===== src/design/lpmc_pkg.sv =====
// Purpose: Shared constants for the low power mode controller
// Assumes: APB with 32-bit data, one aligned word per register
// Notes:   Offsets and field positions used by the controller and its test bench
package lpmc_pkg;
   localparam logic [11:0] POWER_CONTROL_REG_OFF       = 12'h000;
   localparam logic [11:0] SLEEPCFG_OFF   = 12'h004;
   localparam logic [11:0] WAKECFG_OFF    = 12'h008;
   localparam logic [11:0] PINSTART_OFF   = 12'h00C;
   localparam logic [11:0] PERSTART_OFF   = 12'h010;
   localparam logic [11:0] BROWNOUT_CONTROL_REG_OFF    = 12'h014;
   localparam logic [11:0] WDMODE_OFF     = 12'h018;
   localparam logic [11:0] STATUS_OFF     = 12'h01C;
   localparam logic [11:0] RETAIN_OFF     = 12'h020;
   localparam int          RETAIN_NUM     = 5;

   // Power control register layout
   localparam int          PM_LSB         = 0;
   localparam int          DPD_BLOCK_BIT  = 3;
   localparam int          SLEEPFLAG_BIT  = 8;
   localparam int          DPD_FLAG_BIT   = 11;

   localparam logic [2:0]  PM_SLEEP       = 3'h0;
   localparam logic [2:0]  PM_DEEP_SLEEP  = 3'h1;
   localparam logic [2:0]  PM_POWER_DOWN  = 3'h2;
   localparam logic [2:0]  PM_DEEP_PD     = 3'h3;

   // Sleep/wake power configuration bits (1 = powered down)
   localparam int          CFG_BOD_BIT    = 3;
   localparam int          CFG_LPOSC_BIT  = 6;
   localparam logic [31:0] SLEEPCFG_RST   = 32'h0000_FFFF;
   localparam logic [31:0] WAKECFG_RST    = 32'h0000_EDF0;

   // Peripheral start logic bits
   localparam int          PS_WDT_BIT     = 0;
   localparam int          PS_BOD_BIT     = 1;
   localparam int          PS_SER0_BIT    = 2;
   localparam int          PS_SER1_BIT    = 3;
   localparam int          PS_I2C_BIT     = 4;
   localparam int          PS_SPI_BIT     = 5;

   localparam int          BOD_IRQSEL_BIT = 3;
   localparam int          BOD_RSTEN_BIT  = 4;
   localparam int          WD_RSTEN_BIT   = 1;
   localparam int          WD_IRQEN_BIT   = 2;

   // Regulator ramp time before the power-on reset trips
   localparam int          RAMP_NS        = 100;
   localparam int          CLK_NS         = 25;
   localparam int          RAMP_CYC       = (RAMP_NS + CLK_NS - 1) / CLK_NS;
   localparam logic [31:0] SLVERR_DATA    = 32'h0000_0000;
endpackage : lpmc_pkg


===== src/design/lpmc_ctrl.sv =====
// Purpose: Power mode controller: power-down and deep power-down entry and wake-up
// Assumes: APB slave, zero wait states; rst_i is the cold reset
// Notes:   sys_rst_o models the reset that follows a deep power-down wake-up
//
// Contract
// - PM 0x2, deep request, WFI enters power-down
// - Power-down gates core, main, peripheral clocks
// - Power-down removes oscillator, flash, analog power
// - Power-down holds state and pin levels
// - Sleep config decides brown-out and LPOSC power
// - Wake config applied to analog on wake
// - Eight enabled pin interrupts wake power-down
// - Brown-out interrupt or reset wakes when powered
// - Watchdog interrupt or reset wakes when powered
// - Serial, two-wire, SPI events also wake
// - Deep power-down keeps only wake logic, retention
// - Deep power-down tri-states pins except wake
// - Block bit refuses deep power-down entry
// - Block clear, PM 0x3, request, WFI enters
// - Wake pin fall ramps regulator, then resets
// - After wake, registers reset except retention, control
// - Flag reports deep power-down wake, software clears
// - PM encodes sleep 0x0, deep-sleep 0x1
//
// Chosen here: the register offsets and the APB slave port.
`timescale 1ns/1ps
module lpmc_ctrl
   import lpmc_pkg::*;
#(
   parameter int PIN_IRQS = 8,
   parameter int RAMP     = RAMP_CYC
) (
   // Clock and reset
   input  wire logic                clk_i,
   input  wire logic                rst_i,
   // APB slave
   input  wire logic                psel_i,
   input  wire logic                penable_i,
   input  wire logic                pwrite_i,
   input  wire logic [11:0]         paddr_i,
   input  wire logic [31:0]         pwdata_i,
   output logic      [31:0]         prdata_o,
   output logic                     pready_o,
   output logic                     pslverr_o,
   // Core request
   input  wire logic                wfi_i,
   input  wire logic                deep_sleep_request_bit_i,
   // Wake sources (same clock domain)
   input  wire logic [PIN_IRQS-1:0] pin_irq_i,
   input  wire logic [PIN_IRQS-1:0] nested_irq_controller_en_i,
   input  wire logic                bod_irq_i,
   input  wire logic                bod_rst_i,
   input  wire logic                wdt_irq_i,
   input  wire logic                wdt_rst_i,
   input  wire logic [1:0]          serial_wake_i,
   input  wire logic                i2c_wake_i,
   input  wire logic                spi_wake_i,
   // External pin and regulator
   input  wire logic                wake_pin_n_i,
   input  wire logic                vcore_ok_i,
   // Power and clock controls
   output logic                     core_clk_en_o,
   output logic                     main_clk_en_o,
   output logic                     periph_clk_en_o,
   output logic                     wdt_clk_en_o,
   output logic                     fro_pwr_o,
   output logic                     flash_pwr_o,
   output logic                     bod_pwr_o,
   output logic                     lposc_pwr_o,
   output logic [15:0]              analog_pd_o,
   output logic                     state_hold_o,
   output logic                     regulator_on_o,
   output logic                     pins_hiz_o,
   output logic                     sys_rst_o,
   output logic                     wake_irq_o
);
   import lpmc_pkg::*;

   initial
   begin
      if (PIN_IRQS < 1 || PIN_IRQS > 8)
         $error("PIN_IRQS must lie in 1..8");
      if (RAMP < 1 || RAMP > 4096)
         $error("RAMP must lie in 1..4096");
   end

   typedef enum logic [2:0] {
      ST_ACTIVE, ST_PD, ST_DPD, ST_RAMP, ST_RESET
   } lpmc_state_type;

   lpmc_state_type     state_reg;
   logic [2:0]         pm_reg;
   logic               block_reg;
   logic               dpd_flag_reg;
   logic               sleep_flag_reg;
   logic [31:0]        sleepcfg_reg;
   logic [31:0]        wakecfg_reg;
   logic [7:0]         pinstart_reg;
   logic [5:0]         perstart_reg;
   logic [4:0]         brownout_control_reg_reg;
   logic [2:0]         wdmode_reg;
   logic [31:0]        retain_reg [RETAIN_NUM];
   logic [12:0]        ramp_reg;
   logic               wake_pin_s;
   logic               wake_pin_prev_reg;
   logic               wake_fall;
   logic               wr_en;
   logic               rd_en;
   logic               addr_ok;
   logic               soft_rst;
   logic               bod_kept;
   logic               osc_kept;
   logic               pd_wake;
   logic [31:0]        rdata;
   logic [31:0]        power_control_reg_val;

   lpmc_sync #(.WIDTH(1), .INIT(1'b1)) u_wake_sync (
      .clk_i (clk_i),
      .rst_i (rst_i),
      .d_i   (wake_pin_n_i),
      .q_o   (wake_pin_s)
   );

   always_ff @(posedge clk_i or posedge rst_i)
   begin
      if (rst_i)
         wake_pin_prev_reg <= 1'b1;
      else
         wake_pin_prev_reg <= wake_pin_s;
   end
   assign wake_fall = wake_pin_prev_reg & ~wake_pin_s;

   assign wr_en    = psel_i & penable_i & pwrite_i;
   assign rd_en    = psel_i & ~penable_i & ~pwrite_i;
   assign addr_ok  = (paddr_i[1:0] == 2'b00) && (paddr_i < RETAIN_OFF + 12'(4 * RETAIN_NUM));
   // Wake reset: everything but retention and power control returns to defaults
   assign soft_rst = (state_reg == ST_RESET);
   assign bod_kept = ~sleepcfg_reg[CFG_BOD_BIT];
   assign osc_kept = ~sleepcfg_reg[CFG_LPOSC_BIT];

   // Wake qualification; reset requests need no start-logic enable
   always_comb
   begin
      pd_wake = |(pin_irq_i & pinstart_reg[PIN_IRQS-1:0] & nested_irq_controller_en_i);
      pd_wake = pd_wake | (bod_kept & bod_irq_i & brownout_control_reg_reg[BOD_IRQSEL_BIT]
                           & perstart_reg[PS_BOD_BIT]);
      pd_wake = pd_wake | (bod_kept & bod_rst_i & brownout_control_reg_reg[BOD_RSTEN_BIT]);
      pd_wake = pd_wake | (osc_kept & wdt_irq_i & wdmode_reg[WD_IRQEN_BIT]
                           & perstart_reg[PS_WDT_BIT]);
      pd_wake = pd_wake | (osc_kept & wdt_rst_i & wdmode_reg[WD_RSTEN_BIT]);
      pd_wake = pd_wake | (serial_wake_i[0] & perstart_reg[PS_SER0_BIT])
                        | (serial_wake_i[1] & perstart_reg[PS_SER1_BIT])
                        | (i2c_wake_i & perstart_reg[PS_I2C_BIT])
                        | (spi_wake_i & perstart_reg[PS_SPI_BIT]);
   end

   // Mode sequencer
   always_ff @(posedge clk_i or posedge rst_i)
   begin
      if (rst_i)
      begin
         state_reg <= ST_ACTIVE;
         ramp_reg  <= '0;
      end
      else
      begin
         unique case (state_reg)
            ST_ACTIVE:
            begin
               // Main clock source selection is the software's job here
               if (wfi_i && deep_sleep_request_bit_i && pm_reg == PM_POWER_DOWN)
                  state_reg <= ST_PD;
               else if (wfi_i && deep_sleep_request_bit_i && pm_reg == PM_DEEP_PD
                        && !block_reg)
                  state_reg <= ST_DPD;
            end
            ST_PD:
               if (pd_wake)
                  state_reg <= ST_ACTIVE;
            ST_DPD:
               if (wake_fall)
               begin
                  state_reg <= ST_RAMP;
                  ramp_reg  <= '0;
               end
            ST_RAMP:
            begin
               ramp_reg <= ramp_reg + 13'd1;
               if (vcore_ok_i && ramp_reg >= 13'(RAMP - 1))
                  state_reg <= ST_RESET;
            end
            ST_RESET:
               state_reg <= ST_ACTIVE;
         endcase
      end
   end

   // Power control register: survives the wake reset
   always_ff @(posedge clk_i or posedge rst_i)
   begin
      if (rst_i)
      begin
         pm_reg         <= PM_SLEEP;
         block_reg      <= 1'b0;
         dpd_flag_reg   <= 1'b0;
         sleep_flag_reg <= 1'b0;
      end
      else
      begin
         if (wr_en && paddr_i == POWER_CONTROL_REG_OFF)
         begin
            pm_reg    <= pwdata_i[PM_LSB +: 3];
            block_reg <= pwdata_i[DPD_BLOCK_BIT];
            if (pwdata_i[DPD_FLAG_BIT])
               dpd_flag_reg <= 1'b0;
            if (pwdata_i[SLEEPFLAG_BIT])
               sleep_flag_reg <= 1'b0;
         end
         // Set wins over a same-cycle clear
         if (state_reg == ST_DPD && wake_fall)
            dpd_flag_reg <= 1'b1;
         if (state_reg == ST_PD && pd_wake)
            sleep_flag_reg <= 1'b1;
      end
   end

   // Configuration registers, returned to defaults by the wake reset
   always_ff @(posedge clk_i or posedge rst_i)
   begin
      if (rst_i)
      begin
         sleepcfg_reg <= SLEEPCFG_RST;
         wakecfg_reg  <= WAKECFG_RST;
         pinstart_reg <= '0;
         perstart_reg <= '0;
         brownout_control_reg_reg  <= '0;
         wdmode_reg   <= '0;
      end
      else if (soft_rst)
      begin
         sleepcfg_reg <= SLEEPCFG_RST;
         wakecfg_reg  <= WAKECFG_RST;
         pinstart_reg <= '0;
         perstart_reg <= '0;
         brownout_control_reg_reg  <= '0;
         wdmode_reg   <= '0;
      end
      else if (wr_en)
      begin
         unique case (paddr_i)
            SLEEPCFG_OFF: sleepcfg_reg <= {16'h0000, pwdata_i[15:0]};
            WAKECFG_OFF:  wakecfg_reg  <= {16'h0000, pwdata_i[15:0]};
            PINSTART_OFF: pinstart_reg <= pwdata_i[7:0];
            PERSTART_OFF: perstart_reg <= pwdata_i[5:0];
            BROWNOUT_CONTROL_REG_OFF:  brownout_control_reg_reg  <= pwdata_i[4:0];
            WDMODE_OFF:   wdmode_reg   <= pwdata_i[2:0];
            default:      ;
         endcase
      end
   end

   // Retention registers: untouched by deep power-down and its reset
   genvar gi;
   generate
      for (gi = 0; gi < RETAIN_NUM; gi++)
      begin : g_ret
         always_ff @(posedge clk_i or posedge rst_i)
         begin
            if (rst_i)
               retain_reg[gi] <= '0;
            else if (wr_en && paddr_i == RETAIN_OFF + 12'(4 * gi))
               retain_reg[gi] <= pwdata_i;
         end
      end
   endgenerate

   assign power_control_reg_val = {20'h00000, dpd_flag_reg, 2'b00, sleep_flag_reg, 4'h0, block_reg, pm_reg};

   always_comb
   begin
      rdata = SLVERR_DATA;
      if (paddr_i >= RETAIN_OFF && addr_ok)
         rdata = retain_reg[3'((paddr_i - RETAIN_OFF) >> 2)];
      else
         unique case (paddr_i)
            POWER_CONTROL_REG_OFF:     rdata = power_control_reg_val;
            SLEEPCFG_OFF: rdata = sleepcfg_reg;
            WAKECFG_OFF:  rdata = wakecfg_reg;
            PINSTART_OFF: rdata = {24'h000000, pinstart_reg};
            PERSTART_OFF: rdata = {26'h0000000, perstart_reg};
            BROWNOUT_CONTROL_REG_OFF:  rdata = {27'h0000000, brownout_control_reg_reg};
            WDMODE_OFF:   rdata = {29'h00000000, wdmode_reg};
            STATUS_OFF:   rdata = {29'h00000000, state_reg};
            default:      rdata = SLVERR_DATA;
         endcase
   end

   // APB answer: data captured in setup, ready in access
   always_ff @(posedge clk_i or posedge rst_i)
   begin
      if (rst_i)
      begin
         prdata_o  <= '0;
         pready_o  <= 1'b0;
         pslverr_o <= 1'b0;
      end
      else
      begin
         pready_o  <= psel_i & ~penable_i;
         pslverr_o <= psel_i & ~penable_i & ~addr_ok;
         if (rd_en)
            prdata_o <= rdata;
      end
   end

   // Power and clock outputs
   always_ff @(posedge clk_i or posedge rst_i)
   begin
      if (rst_i)
      begin
         core_clk_en_o   <= 1'b1;
         main_clk_en_o   <= 1'b1;
         periph_clk_en_o <= 1'b1;
         wdt_clk_en_o    <= 1'b1;
         fro_pwr_o       <= 1'b1;
         flash_pwr_o     <= 1'b1;
         bod_pwr_o       <= 1'b1;
         lposc_pwr_o     <= 1'b1;
         analog_pd_o     <= WAKECFG_RST[15:0];
         state_hold_o    <= 1'b0;
         regulator_on_o  <= 1'b1;
         pins_hiz_o      <= 1'b0;
         sys_rst_o       <= 1'b0;
         wake_irq_o      <= 1'b0;
      end
      else
      begin
         core_clk_en_o   <= (state_reg == ST_ACTIVE);
         main_clk_en_o   <= (state_reg == ST_ACTIVE);
         periph_clk_en_o <= (state_reg == ST_ACTIVE);
         wdt_clk_en_o    <= (state_reg == ST_ACTIVE) || (state_reg == ST_PD && osc_kept);
         fro_pwr_o       <= (state_reg == ST_ACTIVE);
         flash_pwr_o     <= (state_reg == ST_ACTIVE);
         bod_pwr_o       <= (state_reg == ST_ACTIVE) || (state_reg == ST_PD && bod_kept);
         lposc_pwr_o     <= (state_reg == ST_ACTIVE) || (state_reg == ST_PD && osc_kept);
         if (state_reg == ST_ACTIVE && wfi_i && deep_sleep_request_bit_i)
            analog_pd_o <= 16'hFFFF;
         else if (state_reg == ST_PD && pd_wake)
            analog_pd_o <= wakecfg_reg[15:0];
         else if (soft_rst)
            analog_pd_o <= WAKECFG_RST[15:0];
         state_hold_o    <= (state_reg == ST_PD);
         regulator_on_o  <= (state_reg != ST_DPD);
         pins_hiz_o      <= (state_reg == ST_DPD) || (state_reg == ST_RAMP);
         sys_rst_o       <= (state_reg == ST_RAMP && vcore_ok_i
                             && ramp_reg >= 13'(RAMP - 1));
         wake_irq_o      <= (state_reg == ST_PD && pd_wake);
      end
   end

   // Checks
   property p_pd_entry;
      @(posedge clk_i) disable iff (rst_i)
      (state_reg == ST_ACTIVE && wfi_i && deep_sleep_request_bit_i && pm_reg == PM_POWER_DOWN)
         |=> state_reg == ST_PD;
   endproperty
   a_pd_entry: assert property (p_pd_entry) else $error("power-down not entered");

   property p_pd_clocks;
      @(posedge clk_i) disable iff (rst_i)
      state_reg == ST_PD |=> !core_clk_en_o && !main_clk_en_o && !fro_pwr_o && !flash_pwr_o;
   endproperty
   a_pd_clocks: assert property (p_pd_clocks) else $error("clocks or power left on");

   property p_bod_cfg;
      @(posedge clk_i) disable iff (rst_i)
      state_reg == ST_PD |=> bod_pwr_o == $past(bod_kept);
   endproperty
   a_bod_cfg: assert property (p_bod_cfg) else $error("brown-out power wrong");

   property p_block;
      @(posedge clk_i) disable iff (rst_i)
      (state_reg == ST_ACTIVE && block_reg) |=> state_reg != ST_DPD;
   endproperty
   a_block: assert property (p_block) else $error("blocked deep power-down entered");

   property p_wake_apply;
      @(posedge clk_i) disable iff (rst_i)
      (state_reg == ST_PD && pd_wake) |=> state_reg == ST_ACTIVE && analog_pd_o == $past(wakecfg_reg[15:0]);
   endproperty
   a_wake_apply: assert property (p_wake_apply) else $error("wake config not applied");

   property p_hiz;
      @(posedge clk_i) disable iff (rst_i)
      state_reg == ST_DPD |=> pins_hiz_o && !regulator_on_o;
   endproperty
   a_hiz: assert property (p_hiz) else $error("pins not tri-stated");

   property p_flag_set;
      @(posedge clk_i) disable iff (rst_i)
      $rose(dpd_flag_reg) |-> $past(state_reg) == ST_DPD;
   endproperty
   a_flag_set: assert property (p_flag_set) else $error("flag set without wake");

   property p_reset_seq;
      @(posedge clk_i) disable iff (rst_i)
      (state_reg == ST_DPD && wake_fall) |=> state_reg == ST_RAMP ##[1:300] sys_rst_o;
   endproperty
   a_reset_seq: assert property (p_reset_seq) else $error("no reset after wake");

   property p_pin_wake;
      @(posedge clk_i) disable iff (rst_i)
      (state_reg == ST_PD && |(pin_irq_i & pinstart_reg[PIN_IRQS-1:0] & nested_irq_controller_en_i)) |=> state_reg == ST_ACTIVE;
   endproperty
   a_pin_wake: assert property (p_pin_wake) else $error("pin wake missed");

   c_pd_cycle:  cover property (@(posedge clk_i) disable iff (rst_i) state_reg == ST_PD ##1 state_reg == ST_ACTIVE);
   c_dpd_cycle: cover property (@(posedge clk_i) disable iff (rst_i) state_reg == ST_RESET);
   c_blocked:   cover property (@(posedge clk_i) disable iff (rst_i)
                                block_reg && wfi_i && deep_sleep_request_bit_i && pm_reg == PM_DEEP_PD);
endmodule : lpmc_ctrl


===== src/design/lpmc_sync.sv =====
// Purpose: Three-stage synchroniser with agreement filter for pin inputs
// Assumes: Input asynchronous to clk_i
// Notes:   Output changes only when stages two and three agree
`timescale 1ns/1ps
module lpmc_sync #(
   parameter int          WIDTH = 1,
   parameter logic [WIDTH-1:0] INIT = '0
) (
   // Clock and reset
   input  wire logic             clk_i,
   input  wire logic             rst_i,
   // Data
   input  wire logic [WIDTH-1:0] d_i,
   output logic      [WIDTH-1:0] q_o
);
   logic [WIDTH-1:0] s1_reg;
   logic [WIDTH-1:0] s2_reg;
   logic [WIDTH-1:0] s3_reg;

   always_ff @(posedge clk_i or posedge rst_i)
   begin
      if (rst_i)
      begin
         s1_reg <= INIT;
         s2_reg <= INIT;
         s3_reg <= INIT;
      end
      else
      begin
         s1_reg <= d_i;
         s2_reg <= s1_reg;
         s3_reg <= s2_reg;
      end
   end

   genvar g;
   generate
      for (g = 0; g < WIDTH; g++)
      begin : g_bit
         always_ff @(posedge clk_i or posedge rst_i)
         begin
            if (rst_i)
               q_o[g] <= INIT[g];
            else if (s2_reg[g] == s3_reg[g])
               q_o[g] <= s3_reg[g];
         end
      end
   endgenerate
endmodule : lpmc_sync


===== config.mk =====
export PLATFORM = sky130hd
export DESIGN_NAME = lpmc_ctrl
export DESIGN_NICKNAME = d
export VERILOG_FILES = /design/src/design/lpmc_pkg.sv /design/src/design/lpmc_ctrl.sv /design/src/design/lpmc_sync.sv
export SDC_FILE = /design/constraint.sdc
export NUM_CORES = 1
export LEC_CHECK = 0
export ABC_AREA = 1
export BUFFER_PORTS_ARGS = -buffer_cell sky130_fd_sc_hd__buf_2
export CORE_MARGIN = 1
export CORE_UTILIZATION = 55
export DETAILED_ROUTE_END_ITERATION = 10
export PLACE_DENSITY = 0.75
export SLEW_MARGIN = 10
export SYNTH_ARGS = -nofsm -noshare
export SYNTH_HDL_FRONTEND = slang
export SYNTH_HIERARCHICAL = 1
export SYNTH_SLANG_ARGS = --single-unit

===== constraint.sdc =====
create_clock -name clk_i -period 14.9 [get_ports clk_i]
set_input_delay 0.745 -clock clk_i [delete_from_list [all_inputs] [get_ports clk_i]]
set_output_delay 0.745 -clock clk_i [all_outputs]
set_load 0.01 [all_outputs]

==> results of run 1 <==
[per-stage QoR]
| step | instance area, µm² | total power [W] | std cells |
|---|---|---|---|
| final | 15700 | 0.00204 | 2103 |
| after detailed placement | 14700 | 0.00129 | 2046 |
| after global routing | 15700 | 0.00213 | 2102 |
| after global placement | 14700 | 0.00128 | 2046 |
| after CTS | 15700 | 0.00204 | 2102 |
| after floorplan | 14100 | 0.00119 | 1654 |
[power by group through the flow]
stage / clock (W) / sequential [W] / combinational [W]
floorplan: 0 / 0.000990 / 0.000200
global route: 0.000799 / 0.000989 / 0.000338
finish: 0.000757 / 0.000980 / 0.000300
CTS: 0.000765 / 0.000979 / 0.000301
detailed placement: 0 / 0.000991 / 0.000299
global placement: 0 / 0.000990 / 0.000291
[critical path, stage by stage]
cell	delay [ns]
buf_2	0.41
inv_2	0.32
nor2_8	0.38
nand2_2	0.15
nor2_4	0.30
nand2_2	0.14
o21ai_4	0.72
o21ai_0	0.21
o21ai_1	0.13
[worst paths after layout]
path	from	end
max	paddr_i[2]	sleepcfg_reg[0]
min	wake_pin_n_i	u_wake_sync/s1_reg
max reg2reg	state_reg[0]	pinstart_reg[1]
min reg2reg	u_wake_sync/s1_reg	u_wake_sync/s2_reg
max in group asynchronous	rst_i	prdata_o[30]
min in group asynchronous	rst_i	u_wake_sync/s1_reg
[cells by family (layout without fill, tap and decap cells)]
group | count (synthesis) | in the layout
AOI/OAI and AO/OA | 333 | 333
adders and majority gates | 1 | 1
buffers and inverters | 176 | 294
DFF | 299 | 299
other | 0 | 1
and+or+nand+nor | 845 | 845
[cells in the final DEF (no fill, tap or decap), drive strengths merged]
| master | instances |
|---|---|
| clkinv | 12 |
| o32ai | 2 |
| nand4 | 12 |
| nand2 | 549 |
| ha | 1 |
| o31ai | 4 |
| buf | 145 |
| o21ai | 286 |
| nand3b | 1 |
| o22ai | 2 |
| nor3 | 7 |
| inv | 92 |
| dfrtp | 254 |
| nand3 | 111 |
| clkinvlp | 2 |
| and2 | 1 |
| o221ai | 15 |
| diode | 1 |
| dfstp | 45 |
| bufinv | 2 |
| or2 | 2 |
| a21boi | 1 |
| clkbuf | 41 |
| a21oi | 21 |
| nor2 | 162 |
| a31oi | 2 |
[layer usage]
layer	GRT usage (%)	wire, µm	share of wire [%]	vias to the layer above
li1	-	-	-	5585
met1	37.5	14800	43	5657
met2	44.4	16700	48	397
met3	3.91	2380	6.9	74
met4	8.10	858	2.5	0
met5	0	0	0	-
[area by class of cell]
type / count / area [µm²] / share of cell area, %
diodes: 1 / 2.50 / 0.0160
clock buffers: 41 / 863 / 5.51
repair buffers: 145 / 741 / 4.73
flip-flops and latches: 299 / 7540 / 48.1
inverters: 93 / 363 / 2.32
well taps: 330 / 413 / 2.63
clock inverters: 15 / 130 / 0.830
multi-input cells: 1179 / 5620 / 35.9
==> load_flow_metrics.sql, run 1 <==
INSERT INTO impl_metrics (metric_group, metric, value, unit) VALUES
('status', 'status', 'finished, final reports clean', ''),
('grt', 'grt_use_total', '27.1', '%'),
('cts', 'cts.sink_count', '299', ''),
('place', 'gpl.final_weighted_congestion', '0.868', ''),
('route', 'ant_nets', '0', ''),
('timing', 'setup_viol_count_final', '0', ''),
('logic_synthesis', 'post_synth_most_frequent_cells', 'nand2_1 (534), dfrtp_1 (254), o21ai_0 (147)', ''),
('route', 'route.detailed.vias_per_inst', '5.57', ''),
('logic_synthesis', 'dominant_combinational_cell_family_by_area_after_synthesis', 'simple AND/OR/NAND/NOR gates', ''),
('logic_synthesis', 'synth_edf_count', '0', ''),
('timing', 'rsz0062_at_grt', 'false', ''),
('worst_setup_path', 'cp-end-kind', 'flip-flop', ''),
('route', 'routed-via-count', '11700', ''),
('place', 'detailedPlace.worstSlack', '11.30', 'ns'),
('floorplan', 'die_height', '162', 'µm'),
('cts', 'post_cts.resized_instances', '0', ''),
('floorplan', 'num_rows', '58', ''),
('cts', 'cts_hold_buf', '0', ''),
('floorplan', 'core-area', '25200', 'µm²'),
('place', 'numPortBuffers', '139', ''),
('grt', 'global_route.overflow_total', '0', ''),
('worst_setup_path', 'critical_path_required', '15.39', 'ns'),
('hold_path', 'holdPathStages', '1', ''),
('grt', 'grt_pass1_wl', '56800', 'µm'),
('route', 'dr.first_iter.drc_count', '940', ''),
('grt', 'first_global_vias', '11200', ''),
('power', 'comb_power_share', '14.7', '%'),
('logic_synthesis', 'muxShareOfSynthArea', '0', '%'),
('logic_synthesis', 'synthDominantCellAreaShare', '45.0', '%'),
('route', 'dr.pass1.iters', '7', ''),
('layout', 'share_of_cells_above_drive_strength_1', '19.9', '%'),
('floorplan', 'initial_utilization', '56.1', '%'),
('power', 'vdd_drop_max', '0.000103', 'V'),
('logic_synthesis', 'yosysWarningCount', '6', ''),
('grt', 'grt_start_max_net_pins', '132', ''),
('logic_synthesis', 'yosys.area.top_type', 'dfrtp_1', ''),
('logic_synthesis', 'synth_adder_area_share', '0.0886', '%'),
('timing', 'final.setup_skew', '0.0225', 'ns'),
('floorplan', 'num_io_pins', '140', ''),
('hold_path', 'hold_class', 'primary input to flip-flop', ''),
('flow_run', 'max_cap_viols', '0', ''),
('power', 'power.clock.fraction', '37.2', '%'),
('power', 'seqPwrFrac', '48.1', '%'),
('logic_synthesis', 'synth-compound-area-share', '13.9', '%'),
('route', 'post_drt_wl_per_cell', '16.5', 'µm'),
('route', 'post-route-drc-count', '0', ''),
('worst_setup_path', 'critPathArrivalTime', '3.53', 'ns'),
('timing', 'max_clock_freq', '329', 'MHz'),
('floorplan', 'dieArea', '26300', 'µm²'),
('layout', 'largest_register_ff_count', '160', ''),
('power', 'power_switching', '0.000573', 'W'),
('cts', 'path_clk_slew', '0.07', 'ns'),
('layout', 'layout.nets', '1826', ''),
('power', 'power_per_cell_area', '130', 'nW/µm²'),
('logic_synthesis', 'synth_top_flop_cell', 'dfrtp_1', ''),
('logic_synthesis', 'postSynthCellCount', '1654', ''),
('floorplan', 'die_width', '162', 'µm'),
('grt', 'antenna_violations_before_repair', '2', ''),
('worst_setup_path', 'worstSetupPathType', 'primary input to flip-flop', ''),
('cts', 'maximum_clock_path_buffer_count', '3', ''),
('layout', 'nFillCells', '2135', ''),
('cts', 'cts_made_buffers', '30', ''),
('cts', 'clock_tree.root_cell', 'clkbuf_16', ''),
('timing', 'setup_slack', '11.86', 'ns'),
('worst_setup_path', 'start_kind', 'primary input', ''),
('logic_synthesis', 'synth.top_cells.by_area', 'dfrtp_1 (45%), nand2_1 (14%), dfstp_2 (8.4%)', ''),
('timing', 'fin_crit', '3.04', 'ns'),
('power', 'cell_internal_pwr', '0.00146', 'W'),
('cts', 'cts.repair_timing.setup_buffer_count', '0', ''),
('logic_synthesis', 'most_frequently_used_cell_type_in_the_post_synthesis_netlist', 'nand2_1', ''),
('logic_synthesis', 'yosys_register_bits', '299', '');
(Power assumes the default switching activity.)
==> inputs of run 2 (changes only) <==
CORE_UTILIZATION = 54   (was 55)
PLACE_DENSITY = 0.77   (was 0.75)
clock period = 2.5 ns   (was 14.9 ns; I/O delays follow)
==> load_flow_metrics.sql, run 2 (synthesized netlist as in run 1, its figures left out) <==
INSERT INTO impl_metrics (metric_group, metric, value, unit) VALUES
('power', 'fin_total_pwr', '0.0125', 'W'),
('worst_setup_path', 'worstRegToRegCells', '7', ''),
('power', 'power_per_cell_area', '764', 'nW/µm²'),
('worst_setup_path', 'cp.buffers_inverters', '3', ''),
('floorplan', 'num_rows', '58', ''),
('route', 'dr.pass1.iters', '8', ''),
('status', 'status', 'finished, final reports clean', ''),
('layout', 'share_of_cells_above_drive_strength_1', '20.2', '%'),
('route', 'ant_nets', '0', ''),
('timing', 'worst_slew_pin_slew', '0.858', 'ns'),
('floorplan', 'dieArea', '26800', 'µm²'),
('timing', 'min_period_over_period', '83.7', '%'),
('floorplan', 'num_io_pins', '140', ''),
('grt', 'grt_use_total', '27.6', '%'),
('power', 'p_leak', '8.02', 'nW'),
('hold_path', 'holdPathStages', '5', ''),
('worst_setup_path', 'path_delay_family', 'buffers and inverters', ''),
('timing', 'rsz0062_at_grt', 'false', ''),
('place', 'place_hpwl', '23600', 'µm'),
('timing', 'report.final.slew_viol_count', '0', ''),
('cts', 'insertion_delay', '0.57', 'ns'),
('timing', 'final.setup_skew', '0.0102', 'ns'),
('cts', 'path_clk_slew', '0.06', 'ns'),
('worst_setup_path', 'r2r_start', 'state_reg[0]', ''),
('worst_setup_path', 'critical_path.max_stage_delay', '0.71', 'ns'),
('route', 'dr.first_iter.drc_count', '997', ''),
('timing', 'max_clock_freq', '478', 'MHz'),
('layout', 'finalInstanceArea', '16300', 'µm²'),
('place', 'numPortBuffers', '139', ''),
('worst_setup_path', 'critical_path.cell_chain', 'dlygate4sd3_1 > buf_2 > nor3_2 > inv_2 > a21oi_1 > a21boi_1', ''),
('power', 'vdd_drop_max', '0.000654', 'V'),
('timing', 'setup_viol_count_final', '0', ''),
('grt', 'grt_pass1_wl', '58600', 'µm'),
('route', 'drt-total-wl', '36100', 'µm'),
('grt', 'grt_start_max_net_pins', '99', ''),
('worst_setup_path', 'worstSetupPathType', 'primary input to flip-flop', ''),
('floorplan', 'die_height', '164', 'µm'),
('worst_setup_path', 'rr_endpoint', 'analog_pd_o[13]', ''),
('place', 'cell_total_after_placement', '2063', ''),
('layout', 'most-common-layout-cells', 'nand2_1 (534), dfrtp_1 (254), o21ai_0 (147)', ''),
('worst_setup_path', 'cp-end-kind', 'flip-flop', ''),
('cts', 'cts.sink_count', '299', ''),
('worst_setup_path', 'start_kind', 'primary input', ''),
('cts', 'clock_tree.root_cell', 'clkbuf_16', ''),
('timing', 'fin_crit', '2.09', 'ns'),
('hold_path', 'min_to', 'prdata_o[3]', ''),
('grt', 'first_global_vias', '11500', ''),
('layout', 'mostFrequentLayoutCell', 'nand2_1', ''),
('floorplan', 'initial_utilization', '55.6', '%'),
('layout', 'layout-area-overhead-vs-synth', '15.5', '%'),
('route', 'post-route-drc-count', '0', ''),
('grt', 'antenna_violations_before_repair', '1', ''),
('worst_setup_path', 'slowest_stage', 'nor3_2', ''),
('cts', 'post_cts.resized_instances', '0', ''),
('layout', 'layout.cells.non_filler', '2159', ''),
('route', 'routed-via-count', '12000', ''),
('layout', 'largest_register_ff_count', '160', ''),
('cts', 'maximum_clock_path_buffer_count', '3', ''),
('cts', 'cts-htree-levels', '1', ''),
('grt', 'global_route.overflow_total', '0', ''),
('place', 'gpl.final_weighted_congestion', '0.878', ''),
('worst_setup_path', 'critPathArrivalTime', '2.53', 'ns'),
('floorplan', 'die_width', '164', 'µm'),
('timing', 'final_hold_viol_count', '0', ''),
('route', 'route.detailed.vias_per_inst', '5.55', ''),
('worst_setup_path', 'reg2reg_setup_slack', '0.54', 'ns'),
('flow_run', 'max_cap_viols', '0', ''),
('layout', 'layout.nets', '1882', ''),
('timing', 'timing.slew.headroom', '42.5', '%'),
('hold_path', 'worst_hold_startpoint', 'psel_i', ''),
('hold_path', 'hold_class', 'primary input to flip-flop', ''),
('worst_setup_path', 'critical_path_required', '2.93', 'ns'),
('cts', 'tritoncts_clock_tree', 'built', ''),
('floorplan', 'core-area', '25400', 'µm²'),
('cts', 'cts_made_buffers', '31', ''),
('route', 'post_drt_wl_per_cell', '16.7', 'µm'),
('worst_setup_path', 'timing.critical_path.fanout_max', '32', ''),
('place', 'placement.cell_area', '14900', 'µm²');
run 2: worst max path at each step:
stage                     startpoint  cells after the start              end
after global placement     penable_i                      5      prdata_o[5]
after floorplan                rst_i                      1   analog_pd_o[0]
final                      penable_i                      6      prdata_o[5]
after detailed placement  paddr_i[2]                     10  sleepcfg_reg[1]
after global routing       penable_i                      6      prdata_o[5]
after CTS                  penable_i                      6      prdata_o[5]
run 2: final cells by class:
cell class                      count  area, µm²
Fill cell                        2134       9100
Inverter                           93        359
Sequential cell                   299       7540
Antenna cell                        1       2.50
Timing Repair Buffer              200       1320
Multi-Input combinational cell   1179       5620
Tap cell                          330        413
Clock inverter                     13        150
Clock buffer                       44        895
run 2: stage by stage:
step	setup WS [ns]	hold slack (ns)	util, %	TNS, ns
finish	0.408	0.0503	64.2	0
global route	0.363	0.0667	64.2	0
CTS	0.469	0.0293	64.2	0
detailed placement	0.402	0.144	58.6	0
global placement	0.452	0.139	58.6	0
floorplan	-1.51	0.0802	-	-402.42
run 2: metal layers:
layer	global-route usage, %	up-vias	wire (µm)	part of all wire, %
li1	-	5694	-	-
met1	36.9	5761	15200	42
met2	45.6	436	17400	48
met3	4.29	86	2390	6.6
met4	9.89	0	1110	3.1
met5	0	-	0	0
run 2: worst register-to-register path, stage by stage (launching register included):
cell     delay, ns
dfrtp_1       0.47
nor3_1        0.40
inv_1         0.11
nor2_1        0.39
nor2_1        0.18
nand2_4       0.17
o21ai_0       0.11
nand2_1       0.07
run 2: repair_timing:
item                                   4_1_cts  5_1_grt
buffers inserted                             0        0
endpoints found under the hold margin      360        0
hold buffers                                38        0
run 2: where the power goes:
part | internal [W] | total [W] | switching [W] | leakage, nW
Clock | 0.00279 | 0.00472 | 0.00193 | 0.518
Combinational | 0.000662 | 0.00187 | 0.00121 | 3.54
Sequential | 0.00551 | 0.00586 | 0.000355 | 3.97
==> inputs of run 3 (changes only) <==
clock period = 1.8 ns   (was 2.5 ns; I/O delays follow)
==> load_flow_metrics.sql, run 3 (synthesized netlist as in run 1, its figures left out) <==
INSERT INTO impl_metrics (metric_group, metric, value, unit) VALUES
('status', 'status', 'finished, final reports clean', ''),
('layout', 'diodes', '0', ''),
('layout', 'layout-area-overhead-vs-synth', '17.2', '%'),
('power', 'p_leak', '8.16', 'nW'),
('timing', 'fin_crit', '1.68', 'ns'),
('floorplan', 'num_rows', '58', ''),
('cts', 'tritoncts_clock_tree', 'built', ''),
('timing', 'setup_slack', '0.117', 'ns'),
('worst_setup_path', 'critPathArrivalTime', '2.14', 'ns'),
('cts', 'cts-htree-levels', '2', ''),
('timing', 'fin_worst_hold_slack', '0.0422', 'ns'),
('timing', 'final_hold_viol_count', '0', ''),
('floorplan', 'dieArea', '26800', 'µm²'),
('floorplan', 'die_height', '164', 'µm'),
('grt', 'first_global_vias', '11700', ''),
('timing', 'rsz0062_at_grt', 'false', ''),
('place', 'detailedPlace.worstSlack', '0.135', 'ns'),
('floorplan', 'num_io_pins', '140', ''),
('route', 'routed-via-count', '12100', ''),
('cts', 'path_clk_slew', '0.06', 'ns'),
('cts', 'insertion_delay', '0.52', 'ns'),
('power', 'vdd_drop_max', '0.000731', 'V'),
('timing', 'final.setup_skew', '0.0161', 'ns'),
('route', 'post_drt_wl_per_cell', '16.9', 'µm'),
('grt', 'global_route.overflow_total', '0', ''),
('timing', 'worst_slew_pin_slew', '0.704', 'ns'),
('layout', 'mostFrequentLayoutCell', 'nand2_1', ''),
('layout', 'largest_register_ff_count', '160', ''),
('flow_run', 'max_cap_viols', '0', ''),
('grt', 'grt_use_total', '28.3', '%'),
('layout', 'final_core_util', '65.1', '%'),
('cts', 'cts.sink_count', '299', ''),
('route', 'dr.first_iter.drc_count', '1272', ''),
('place', 'cell_total_after_placement', '2083', ''),
('grt', 'antenna_violations_before_repair', '0', ''),
('worst_setup_path', 'cp-end-kind', 'flip-flop', ''),
('hold_path', 'hold_class', 'primary input to flip-flop', ''),
('floorplan', 'die_width', '164', 'µm'),
('grt', 'grt_pass1_wl', '59800', 'µm'),
('worst_setup_path', 'start_kind', 'flip-flop', ''),
('power', 'power_per_cell_area', '1060', 'nW/µm²'),
('place', 'place_hpwl', '24100', 'µm'),
('worst_setup_path', 'worstSetupPathType', 'flip-flop to flip-flop', ''),
('layout', 'layout.cells.non_filler', '2176', ''),
('worst_setup_path', 'reg2reg_setup_slack', '0.12', 'ns'),
('layout', 'share_of_cells_above_drive_strength_1', '21.0', '%'),
('layout', 'layout.nets', '1904', ''),
('floorplan', 'core-area', '25400', 'µm²'),
('worst_setup_path', 'r2r_start', 'state_reg[0]', ''),
('place', 'placement.cell_area', '15100', 'µm²'),
('layout', 'finalInstanceArea', '16500', 'µm²'),
('route', 'post-route-drc-count', '0', ''),
('place', 'numPortBuffers', '139', ''),
('cts', 'clock_tree.root_cell', 'clkbuf_16', ''),
('layout', 'most-common-layout-cells', 'nand2_1 (534), dfrtp_1 (254), o21ai_0 (147)', ''),
('timing', 'min_period_over_period', '93.5', '%'),
('grt', 'grt_start_max_net_pins', '90', ''),
('worst_setup_path', 'critical_path.startpoint', 'state_reg[0]', ''),
('hold_path', 'min_to', 'pslverr_o', ''),
('route', 'drt-total-wl', '36900', 'µm'),
('timing', 'timing.slew.headroom', '53.0', '%'),
('hold_path', 'worst_hold_startpoint', 'psel_i', ''),
('place', 'gpl.final_weighted_congestion', '0.888', ''),
('hold_path', 'holdPathStages', '4', ''),
('route', 'dr.pass1.iters', '5', ''),
('route', 'ant_nets', '0', ''),
('floorplan', 'initial_utilization', '55.6', '%'),
('route', 'route.detailed.vias_per_inst', '5.58', ''),
('timing', 'max_clock_freq', '594', 'MHz'),
('worst_setup_path', 'worstRegToRegCells', '7', ''),
('worst_setup_path', 'timing.critical_path.fanout_max', '10', ''),
('timing', 'report.final.slew_viol_count', '0', ''),
('timing', 'setup_viol_count_final', '0', ''),
('worst_setup_path', 'critical_path_required', '2.25', 'ns'),
('cts', 'maximum_clock_path_buffer_count', '3', ''),
('cts', 'cts_made_buffers', '34', ''),
('worst_setup_path', 'rr_endpoint', 'analog_pd_o[13]', '');
run 3: worst max-delay path: stages, from the launching register on:
cell and delay, ns:
dfrtp_1 0.46, nor3_1 0.28, inv_1 0.10, nor2_1 0.26, nor2_1 0.19, nand2_4 0.17
o21ai_0 0.10, nand2_1 0.07
run 3: area by class of cell:
type	count	area, µm²
sequential	299	7540
clock inverter	9	118
timing repair buffer	219	1550
clock buffer	47	940
fill	2092	8850
tap	330	413
inverter	93	359
multi-input combinational	1179	5630
run 3: worst max-delay path by stage:
| stage | end | cells after the start |
|---|---|---|
| 2_1_floorplan | analog_pd_o[0] | 1 |
| 3_3_place_gp | dpd_flag_reg | 7 |
| 3_5_place_dp | prdata_o[4] | 10 |
| 4_1_cts | ramp_reg[12] | 8 |
| 5_1_grt | analog_pd_o[4] | 7 |
| 6_report | analog_pd_o[13] | 7 |
run 3: report_power, final:
part / total (W) / leakage (nW) / internal, W / switching, W
logic: 0.00269 / 3.67 / 0.000984 / 0.00171
registers: 0.00813 / 3.97 / 0.00765 / 0.000481
clock network: 0.00664 / 0.518 / 0.00394 / 0.00270
total: 0.0175 / 8.16 / 0.0126 / 0.00489
run 3: per-layer routing:
| layer | track usage (%) | vias up | wire (µm) |
|---|---|---|---|
| li1 | - | 5739 | - |
| met1 | 37.7 | 5825 | 15400 |
| met2 | 46.1 | 463 | 17800 |
| met3 | 4.62 | 106 | 2450 |
| met4 | 11.7 | 0 | 1260 |
| met5 | 0 | - | 0 |
run 3: repair_timing:
| item | CTS | global route |
|---|---|---|
| gates resized for setup | 0 | 1 |
| endpoints found under the hold margin | 258 | 0 |
| endpoints found under the setup margin | 0 | 1 |
| buffers inserted | 0 | 0 |
| hold buffers | 37 | 0 |
run 3: stage by stage:
stage / total power [W] / TNS (ns)
finish: 0.0175 / 0
global route: 0.0182 / 0
CTS: 0.0175 / 0
detailed placement: 0.0108 / 0
global placement: 0.0108 / 0
floorplan: 0.00985 / -598.59
